[config.mk]
export PLATFORM = sky130hd
export DESIGN_NAME = ingress_limit_regs
export DESIGN_NICKNAME = d
export VERILOG_FILES = /design/src/inc/rate_limit_pkg.sv /design/src/design/port_limit_slice.sv /design/src/design/ingress_limit_regs.sv
export SDC_FILE = /design/constraint.sdc
export NUM_CORES = 2
export LEC_CHECK = 0
export ABC_CLOCK_PERIOD_IN_PS = 4700
export BUFFER_PORTS_ARGS = -buffer_cell sky130_fd_sc_hd__buf_4
export CAP_MARGIN = 30
export CORE_MARGIN = 8
export CORE_UTILIZATION = 50
export DETAILED_ROUTE_END_ITERATION = 10
export PLACE_DENSITY = 0.64
export SYNTH_ARGS = -nofsm -noshare
export SYNTH_HDL_FRONTEND = slang
export SYNTH_SLANG_ARGS = --single-unit
[constraint.sdc]
create_clock -name clk -period 4.7 [get_ports clk]
set_input_delay 0 -clock clk [delete_from_list [all_inputs] [get_ports clk]]
set_output_delay 0 -clock clk [all_outputs]
set_load 0.1 [all_outputs]
[src/inc/rate_limit_pkg.sv]
// constants of the per-port, per-priority ingress rate limit register bank
package rate_limit_pkg;

  // ----------------------------------------------------------------
  // geometry
  // ----------------------------------------------------------------
  localparam int        NUM_PORTS   = 5;
  localparam int        NUM_PRI     = 4;
  localparam int        LIMIT_W     = 7;
  localparam int        SLICE_W     = NUM_PRI * LIMIT_W;
  localparam int        RSVD_BIT    = 7;
  localparam logic [1:0] PRI_COMMIT = 2'h3;

  // ----------------------------------------------------------------
  // register offsets
  // ----------------------------------------------------------------
  localparam logic [7:0] LIMIT_BASE        = 8'hb7;
  localparam logic [7:0] PORT_STRIDE       = 8'h10;
  localparam logic [7:0] LIMIT_SPAN        = 8'h50;
  localparam logic [7:0] PORT1_PRI2_OFFSET = 8'hb9;
  localparam logic [7:0] PORT1_PRI3_OFFSET = 8'hba;
  localparam logic [7:0] PORT2_PRI2_OFFSET = 8'hc9;
  localparam logic [7:0] PORT2_PRI3_OFFSET = 8'hca;
  localparam logic [7:0] PORT3_PRI2_OFFSET = 8'hd9;
  localparam logic [7:0] PORT3_PRI3_OFFSET = 8'hda;
  localparam logic [7:0] PORT4_PRI2_OFFSET = 8'he9;
  localparam logic [7:0] PORT4_PRI3_OFFSET = 8'hea;
  localparam logic [7:0] PORT5_PRI1_OFFSET = 8'hf8;
  localparam logic [7:0] PORT5_PRI2_OFFSET = 8'hf9;

  // ----------------------------------------------------------------
  // reset values
  // ----------------------------------------------------------------
  localparam logic [LIMIT_W-1:0] LIMIT_RST  = 7'h00;
  localparam logic [7:0]         RDATA_RST  = 8'h00;

  // ----------------------------------------------------------------
  // shaper timing
  // ----------------------------------------------------------------
  localparam int          CLK_PERIOD_NS = 4;
  localparam int          REFILL_NS     = 1000;
  localparam int          REFILL_CYC    = REFILL_NS / CLK_PERIOD_NS;
  localparam logic [15:0] CREDIT_MAX    = 16'h0800;

endpackage

[src/design/port_limit_slice.sv]
// one port's pending and active limit codes for all four priorities
`timescale 1ns/1ns
module port_limit_slice (
  // clock and reset
  input  wire logic                                 clk,
  input  wire logic                                 srst,
  // register write
  input  wire logic                                 wr_en,
  input  wire logic [1:0]                           wr_pri,
  input  wire logic [rate_limit_pkg::LIMIT_W-1:0]   wr_data,
  // limit codes
  output logic      [rate_limit_pkg::SLICE_W-1:0]   pend_q,
  output logic      [rate_limit_pkg::SLICE_W-1:0]   act_q
);

  logic [rate_limit_pkg::SLICE_W-1:0] pend_d;
  logic [rate_limit_pkg::SLICE_W-1:0] act_d;

  // ----------------------------------------------------------------
  // pending store and commit
  // ----------------------------------------------------------------
  always_comb begin
    pend_d = pend_q;
    act_d  = act_q;
    if (wr_en) begin
      pend_d[wr_pri*rate_limit_pkg::LIMIT_W +: rate_limit_pkg::LIMIT_W] = wr_data;
    end
    // the priority 3 write carries its own code into the commit
    if (wr_en && wr_pri == rate_limit_pkg::PRI_COMMIT) begin
      act_d = pend_d;
    end
  end

  always_ff @(posedge clk) begin
    if (srst) begin
      pend_q <= {rate_limit_pkg::NUM_PRI{rate_limit_pkg::LIMIT_RST}};
      act_q  <= {rate_limit_pkg::NUM_PRI{rate_limit_pkg::LIMIT_RST}};
    end else begin
      pend_q <= pend_d;
      act_q  <= act_d;
    end
  end
endmodule

[src/design/ingress_limit_regs.sv]
// ingress rate limit register bank with per-port, per-priority shaper
`timescale 1ns/1ns
//
// Function
// - port 5 priority 1 limit: seven read/write bits, reset zero.
// - every port has a read/write seven-bit priority 2 limit field.
// - bit 7 of each limit register is reserved, reads zero, ignores writes.
// - ingress traffic per port and priority is shaped to the programmed limit.
// - any priority 3 write makes all that port's limits take effect.
// - each port has its own copies; next port lies sixteen addresses higher.
module ingress_limit_regs (
  // clock and reset
  input  wire logic                                    clk,
  input  wire logic                                    srst,
  // register access from the management interface
  input  wire logic                                    reg_wr,
  input  wire logic                                    reg_rd,
  input  wire logic [7:0]                              reg_addr,
  input  wire logic [7:0]                              reg_wdata,
  output logic      [7:0]                              reg_rdata_q,
  output logic                                         reg_rvalid_q,
  // ingress byte stream, one strobe and priority per port
  input  wire logic [rate_limit_pkg::NUM_PORTS-1:0]    ing_byte,
  input  wire logic [2*rate_limit_pkg::NUM_PORTS-1:0]  ing_pri,
  // shaper state
  output logic      [rate_limit_pkg::NUM_PORTS*rate_limit_pkg::SLICE_W-1:0] active_limit_q,
  output logic      [rate_limit_pkg::NUM_PORTS*rate_limit_pkg::NUM_PRI-1:0] hold_q
);

  localparam int NCNT = rate_limit_pkg::NUM_PORTS * rate_limit_pkg::NUM_PRI;
  localparam int LW   = rate_limit_pkg::LIMIT_W;
  localparam int SW   = rate_limit_pkg::SLICE_W;
  localparam int TICK_GAP = rate_limit_pkg::REFILL_CYC;

  // ----------------------------------------------------------------
  // address decode
  // ----------------------------------------------------------------
  logic [7:0]        rel_addr;
  logic [2:0]        sel_port;
  logic [1:0]        sel_pri;
  logic              addr_hit;
  logic [SW-1:0]     pend_w [rate_limit_pkg::NUM_PORTS];

  always_comb begin
    rel_addr = reg_addr - rate_limit_pkg::LIMIT_BASE;
    sel_port = rel_addr[6:4];
    sel_pri  = rel_addr[1:0];
    // port copies repeat every sixteen addresses, four priorities each
    addr_hit = (reg_addr >= rate_limit_pkg::LIMIT_BASE) &&
               (rel_addr < rate_limit_pkg::LIMIT_SPAN) &&
               (rel_addr[3:2] == 2'h0);
  end

  // ----------------------------------------------------------------
  // per-port limit storage
  // ----------------------------------------------------------------
  genvar gp;
  generate
    for (gp = 0; gp < rate_limit_pkg::NUM_PORTS; gp++) begin : g_port
      logic port_wr;
      assign port_wr = reg_wr && addr_hit && (sel_port == 3'(gp));
      port_limit_slice u_slice (
        .clk     (clk),
        .srst    (srst),
        .wr_en   (port_wr),
        .wr_pri  (sel_pri),
        .wr_data (reg_wdata[LW-1:0]),
        .pend_q  (pend_w[gp]),
        .act_q   (active_limit_q[gp*SW +: SW])
      );
    end
  endgenerate

  // ----------------------------------------------------------------
  // read answer
  // ----------------------------------------------------------------
  logic [7:0] reg_rdata_d;
  logic       reg_rvalid_d;
  logic [SW-1:0] rd_slice;

  always_comb begin
    rd_slice     = pend_w[0];
    reg_rdata_d  = rate_limit_pkg::RDATA_RST;
    reg_rvalid_d = reg_rd;
    if (reg_rd && addr_hit) begin
      rd_slice    = pend_w[sel_port];
      reg_rdata_d = {1'b0, rd_slice[sel_pri*LW +: LW]};
    end
  end

  always_ff @(posedge clk) begin
    if (srst) begin
      reg_rdata_q  <= rate_limit_pkg::RDATA_RST;
      reg_rvalid_q <= 1'b0;
    end else begin
      reg_rdata_q  <= reg_rdata_d;
      reg_rvalid_q <= reg_rvalid_d;
    end
  end

  // ----------------------------------------------------------------
  // refill tick
  // ----------------------------------------------------------------
  logic [15:0] tick_cnt_q;
  logic [15:0] tick_cnt_d;
  logic        tick_q;
  logic        tick_d;

  always_comb begin
    tick_d     = 1'b0;
    tick_cnt_d = tick_cnt_q + 16'h0001;
    if (tick_cnt_q == 16'(rate_limit_pkg::REFILL_CYC - 1)) begin
      tick_cnt_d = 16'h0000;
      tick_d     = 1'b1;
    end
  end

  always_ff @(posedge clk) begin
    if (srst) begin
      tick_cnt_q <= 16'h0000;
      tick_q     <= 1'b0;
    end else begin
      tick_cnt_q <= tick_cnt_d;
      tick_q     <= tick_d;
    end
  end

  // ----------------------------------------------------------------
  // credit shaper, one bucket per port and priority
  // ----------------------------------------------------------------
  logic [15:0] credit_q [NCNT];
  logic [15:0] credit_d [NCNT];
  logic [NCNT-1:0] hold_d;

  genvar gc;
  generate
    for (gc = 0; gc < NCNT; gc++) begin : g_bucket
      localparam int P = gc / rate_limit_pkg::NUM_PRI;
      localparam int K = gc % rate_limit_pkg::NUM_PRI;
      logic [LW-1:0] lim;
      logic          take;
      logic [16:0]   sum;

      always_comb begin
        lim  = active_limit_q[gc*LW +: LW];
        take = ing_byte[P] && (ing_pri[2*P +: 2] == 2'(K));
        sum  = {1'b0, credit_q[gc]};
        // code zero leaves the priority unlimited
        if (lim == rate_limit_pkg::LIMIT_RST) begin
          sum = {1'b0, rate_limit_pkg::CREDIT_MAX};
        end else begin
          if (tick_q) begin
            sum = sum + {10'h000, lim};
          end
          if (sum > {1'b0, rate_limit_pkg::CREDIT_MAX}) begin
            sum = {1'b0, rate_limit_pkg::CREDIT_MAX};
          end
          if (take && sum != 17'h00000) begin
            sum = sum - 17'h00001;
          end
        end
        credit_d[gc] = sum[15:0];
        hold_d[gc]   = (lim != rate_limit_pkg::LIMIT_RST) && (sum == 17'h00000);
      end

      always_ff @(posedge clk) begin
        if (srst) begin
          credit_q[gc] <= rate_limit_pkg::CREDIT_MAX;
        end else begin
          credit_q[gc] <= credit_d[gc];
        end
      end
    end
  endgenerate

  always_ff @(posedge clk) begin
    if (srst) begin
      hold_q <= '0;
    end else begin
      hold_q <= hold_d;
    end
  end
endmodule

; Yosys cells after proc, flatten, opt, wreduce, memory -nomap -nowiden
; Memories as Yosys holds them, arrays and structs flattened.
; Cells that the tools add are included.
[word_totals]
register_bits = 326
output_inout_bits = 169
elab_cells = 450
inputBits = 35
mem_bits_rw = 320
mem_count = 1
[mem_list]
columns = name, depth, word_bits, read_ports, rd_ports_with_merged_regs, write_ports, line
row1 = credit_q, 20, 16, 20, 0, 20, ingress_limit_regs.sv:131  ; logic [15:0] credit_q [NCNT];
[op_classes]
shifts = 3
muxes = 157
n_eq_ne = 21
mul = 1
n_lt_le_gt_ge = 23
n_bitwise = 22
n_reduce_logical = 163
n_addsub = 43
[ops]
columns = cell, count
row1 = $mux W17, 120
row2 = $add A16 B7 Y17, 20
row3 = $gt A17 B12 Y1 const B, 20
row4 = $logic_not A17 Y1, 20
row5 = $reduce_bool A17 Y1, 20
row6 = $sub A17 B1 Y17 const B, 20
row7 = $mux W16, 20
row8 = $mux W28, 7
row9 = $bwmux W28, 5
row10 = $logic_not A7 Y1, 20
row11 = $reduce_bool A7 Y1, 20
row12 = $bmux W28 S3, 1
row13 = $logic_and A1 B1 Y1, 74
row14 = $neg A5 Y34, 1
row15 = $shift A7 B34 Y28 const A, 1
row16 = $shiftx A7 B34 Y28, 1
row17 = $shiftx A28 B6 Y7, 1
row18 = $eq A2 B2 Y1 const B, 11
row19 = $or A1 B1 Y1, 20
row20 = $add A16 B1 Y16 const B, 1
row21 = $eq A16 B8 Y1 const B, 1
row22 = $logic_not A2 Y1, 6
row23 = $eq A2 B1 Y1 const B, 5
row24 = $ge A8 B8 Y1 const B, 1
row25 = 12 further kinds, 17

; Logic depth before layout (Yosys ltp)
; An unclocked memory read counts as a cell.
[depth]
depth_word = 13
mapped_depth = 17

; Cells and area by module
; A second synthesis with hierarchy kept.
[hier_totals]
hier_cells = 5169
area_unflattened_um2 = 42519.5
[modules_own_cells]
columns = module, cells_per_inst, instances, seq_area_each_um2, area_per_inst_um2
row1 = ingress_limit_regs, 4094, 1, 7307.0, 32028.2
row2 = port_limit_slice, 215, 5, 1121.1, 2098.3

; Worst setup path after synthesis
; No wires, ideal clock.
[synth_timing]
kind = reg2reg
from = reg g_port[2].u_slice.act_q[15] (netlist bit)
to = reg hold_q[10] (netlist bit)
t_arrival_ns = 4.474
required_time_ns = 4.597
path_slack_ns = 0.123
path_stages_with_launch = 12
synth_period_minus_slack_ns = 4.577
path_cell_list = dfxtp_1 -> ha_1 -> a211o_1 -> a211o_1 -> a211oi_4 -> o311ai_2 -> or3_4 -> o41ai_4 -> a21boi_2 -> a221oi_1 -> or4_4 -> a2111oi_2
[synth_via]
elab_chain_len = 12
word_cells_on_any_way = 15
[synth_lines]
columns = item, line
row1 = start: declaration, port_limit_slice.sv:13  ; output logic [rate_limit_pkg::SLICE_W-1:0] act_q
row2 = start signal: assignment, port_limit_slice.sv:37  ; act_q <= {rate_limit_pkg::NUM_PRI{rate_limit_pkg::LIMIT_RST}};
row3 = start signal: assignment, port_limit_slice.sv:40  ; act_q <= act_d;
row4 = "parallel branches: the longest is 11 deep, another holds $add A16 B7 Y17", -
row5 = $logic_and A1 B1 Y1 (*), ingress_limit_regs.sv:163  ; hold_d[gc] = (lim != rate_limit_pkg::LIMIT_RST) && (sum == 17'h00000);
row6 = end signal: assignment, ingress_limit_regs.sv:180  ; hold_q <= hold_d;
row7 = end: declaration, ingress_limit_regs.sv:27  ; output logic [rate_limit_pkg::NUM_PORTS*rate_limit_pkg::NUM_PRI-1:0] hold_q
; Every way passes the cells marked *. The select of a mux whose other input is x is not followed.
; A chain may end at the register's enable or synchronous reset.

; Worst setup path after layout
[layout_timing]
from = reg g_port[3].u_slice.act_q[0] (netlist bit)
to = reg hold_q[12] (netlist bit)
[layout_via]
elab_chain_len = 12
word_cells_on_any_way = 15
[layout_lines]
columns = item, line
row1 = start: declaration, port_limit_slice.sv:13
row2 = start signal: assignment, port_limit_slice.sv:37
row3 = start signal: assignment, port_limit_slice.sv:40
row4 = "parallel branches: the longest is 11 deep, another holds $add A16 B7 Y17", -
row5 = $logic_and A1 B1 Y1 (*), ingress_limit_regs.sv:163
; Marks and branches as above.

==> flow_summary_export.csv <==
group,metric,value,unit
power,p_seq_share,42.6,%
route,ant_nets,0,
synth,seq_area_frac_synth,30.9,%
sta,setup_viol,0,
critical_path,worstReg2RegStart,"g_port[3].u_slice.act_q[0]",
critical_path,start_kind,"register",
sta,setup_tns,0,ns
sta,finalWorstPathRequiredPeriod,4.37,ns
critical_path,cpMaxStageDelayCell,"fa_1",
layout,final_core_util,58.0,%
critical_path,r2r_slack,0.33,ns
layout,drive_gt1_share,11.9,%
synth,ys_ff_latch,645,
hold_path,hold_class,"in2reg",
sta,maxSlewViolCount,0,
layout,n_fill_cell,7578,
route,wl,132000,um
critical_path,r2r_cells,13,
global_route,met3_usage,3.99,%
global_route,track_usage,27.0,%
sta,period_share,93.0,%
critical_path,cp_slowest_stage_delay,0.45,ns
critical_path,crit_chain,"ha_1 > fa_1 > or3b_1 > a221oi_2 > o311ai_1 > nor4_2 > o211ai_1 > a21oi_2 > buf_4 > a21oi_1 > or3_1 > o41ai_1 > nor4bb_1",
floorplan,start_util,50.3,%
critical_path,end_kind,"register",
synth,synth_edf_count,0,
floorplan,pin_count,204,
critical_path,crit_type,"reg2reg",
cts,cts_max_level,3,
sta,hold_violations,0,
global_route,grt_pass1_wl,208000,um
placement,place_hpwl,100000,um
synth,synth_cell_types,111,
layout,final_nets,5612,
sta,worst_pin_slew,0.987,ns
synth,async_flop_share,0,%
synth,synth.cell_area,41800,um2
critical_path,cp.arrival,4.89,ns
placement,portBuffers,201,
sta,skew,0.0230,ns
critical_path,reg2reg_to,"hold_q[12]",
sta,fmax,229,MHz
cts,cts_made_buffers,78,
hold_path,min_to,"g_port[4].u_slice.pend_q[20]",
power,p_leak,19.6,nW
global_route,grtUsageMet1,36.3,%
hold_path,worstHoldStart,"reg_wdata[6]",
power,p_comb_share,5.0,%
floorplan,fp.dieH,305,um
power,p_switching,3.00,mW
synth,synth_ff_type,"dfxtp_1",
floorplan,fp-row-count,106,
layout,final_cell_mix,"nor2_1 (725), dfxtp_1 (644), a21oi_1 (362), nand2_1 (361), buf_4 (311)",
route,avgViaCountPerCell,6.20,
cts,clk_latency,0.63,ns
power,total_power,13.0,mW
synth,syn_inst,5131,
placement,place_congestion,0.954,
route,drc,0,
synth,synth_top_area_share,30.9,%
layout,final_common_cell,"nor2_1",
hold_path,hold_depth,4,
floorplan,core,83200,um2
job,drv_cap,0,
sta,hold_ws,0.0535,ns
placement,dp_slack,0.380,ns
global_route,busiest_layer,"met2",
layout,syn_to_final_growth,15.3,%
cts,cts_tree,"done",
route,drt-pass1-iter-count,6,
power,p_per_area,270,nW/um2
power,clkPwrFrac,52.4,%
floorplan,dieWidth,305,um
cts,clock_sinks,645,
synth,yosys-top-cells-area,"dfxtp_1 (31%), nor2_1 (6.5%), ha_1 (4.4%), a21oi_1 (4.3%), a211oi_1 (3.9%)",
cts,clock_path_buffers,3,
global_route,grt_pass1_vias,37900,
outcome,outcome,"finished, final reports clean",
route,drt-initial-drc-count,3157,
sta,slew_headroom,33.4,%
cts,clk_pin_slew_worst_paths,0.06,ns
sta,finalWorstSetupSlack,0.328,ns
critical_path,critical_path.max_fanout,8,
power,max-vdd-ir-drop,0.332,mV
synth,yosys_warnings,0,
synth,syn_area_per_cell,8.14,um2
global_route,grtUsageMet2,43.3,%
global_route,antenna_found_initial,6,
global_route,grt_max_degree,76,
floorplan,die_area,93100,um2
power,p_sw_share,23.1,%
cts,cts_root_buffer,"clkbuf_16",
route,wl_per_cell,20.1,um
synth,yosys.area.top_type,"dfxtp_1",
route,num_vias,40700,
power,internal_power,10.0,mW
critical_path,cp_data_required_time,5.22,ns
global_route,overflow,0,
[flip-flops by register name, summed over array words and instances, names as in the netlist]
| signal | cells |
|---|---|
| hold_q | 20 |
| reg_rvalid_q | 1 |
| reg_rdata_q | 7 |
| g_port.u_slice.act_q | 140 |
| g_port.u_slice.pend_q | 140 |
| tick_q | 1 |
| credit_q | 320 |
| tick_cnt_q | 16 |
[per-layer routing]
layer | share of wire [%] | vias up | wire length, um
met5 | 0.0098 | - | 13
met4 | 4.3 | 2 | 5740
met3 | 6.4 | 315 | 8500
met2 | 45 | 1391 | 58800
met1 | 45 | 19100 | 58900
li1 | - | 19900 | -
[through the flow]
step | area, um2 | cells
finish | 48200 | 6561
global route | 48200 | 6557
CTS | 48200 | 6553
detailed placement | 44900 | 6375
global placement | 44900 | 6372
floorplan | 42100 | 5211
[how the worst max path moves through the flow]
stage	from	endpoint	slack, ns
after floorplan	g_port[2].u_slice.act_q[15]	hold_q[10]	0.12
after global routing	g_port[3].u_slice.act_q[0]	hold_q[12]	-0.02
after global placement	g_port[2].u_slice.act_q[15]	hold_q[10]	0.45
final	g_port[3].u_slice.act_q[0]	hold_q[12]	0.33
after CTS	g_port[3].u_slice.act_q[0]	hold_q[12]	0.37
after detailed placement	g_port[3].u_slice.act_q[0]	hold_q[12]	0.38
[what timing repair did]
item / in CTS / in global routing
gates resized for setup: 0 / 2
endpoints found under the setup margin: 0 / 2
endpoints found under the hold margin: 102 / 0
buffers inserted: 0 / 2
hold buffers: 33 / 0
[cell usage after synthesis, types with 47 or more instances]
cell and instances:
a211o_1 69, a211oi_1 215, a21o_1 91, a21oi_1 362, a31oi_1 68, and2_1 89, and3_1 63, clkbuf_1 163
dfxtp_1 645, ha_1 147, inv_1 72, mux2i_1 160, nand2_1 361, nand2b_1 62, nand3_1 109, nand4_1 47
nor2_1 725, nor2b_1 68, nor3_1 137, nor4_1 67, o211ai_1 59, o21a_1 80, o21ai_0 216, or2_2 56
or3_1 50, xnor2_1 103, xor2_1 57
[power groups by stage]
stage	Sequential, mW	Combinational (mW)	Clock, mW
after floorplan	5.67	0.405	0
after global placement	5.66	0.605	0
after detailed placement	5.66	0.607	0
after CTS	5.54	0.632	6.93
after global routing	5.54	0.699	7.12
final	5.54	0.647	6.81
[kinds of logic after synthesis]
logic type,after synthesis,share of synthesized area [%]
compound gates,1620,27.3
xor+xnor,160,3.35
fa+ha+maj,169,5.41
buf+inv,307,3.04
flops,645,30.9
mux,219,6.18
other cells,1,0.00897
simple gates,2010,23.8
[cell type report]
cell class                      instances  area, um2  share of cell area, %
Timing Repair Buffer                  353       2800                   5.80
Multi-Input combinational cell       4259      27900                   58.0
Clock inverter                         44        651                   1.35
Tap cell                             1080       1350                   2.80
Sequential cell                       645      12900                   26.8
Inverter                               73        277                  0.574
Antenna cell                            6       15.0                 0.0311
Clock buffer                          101       2250                   4.67
[critical path: cells and delay by family, from the launching register on]
kind	cells	cell delay, ns
compound gates	6	1.54
fa+ha+maj	2	0.71
buf+inv	1	0.20
flops	1	0.38
simple gates	4	1.44
(Power assumes the default switching activity.)
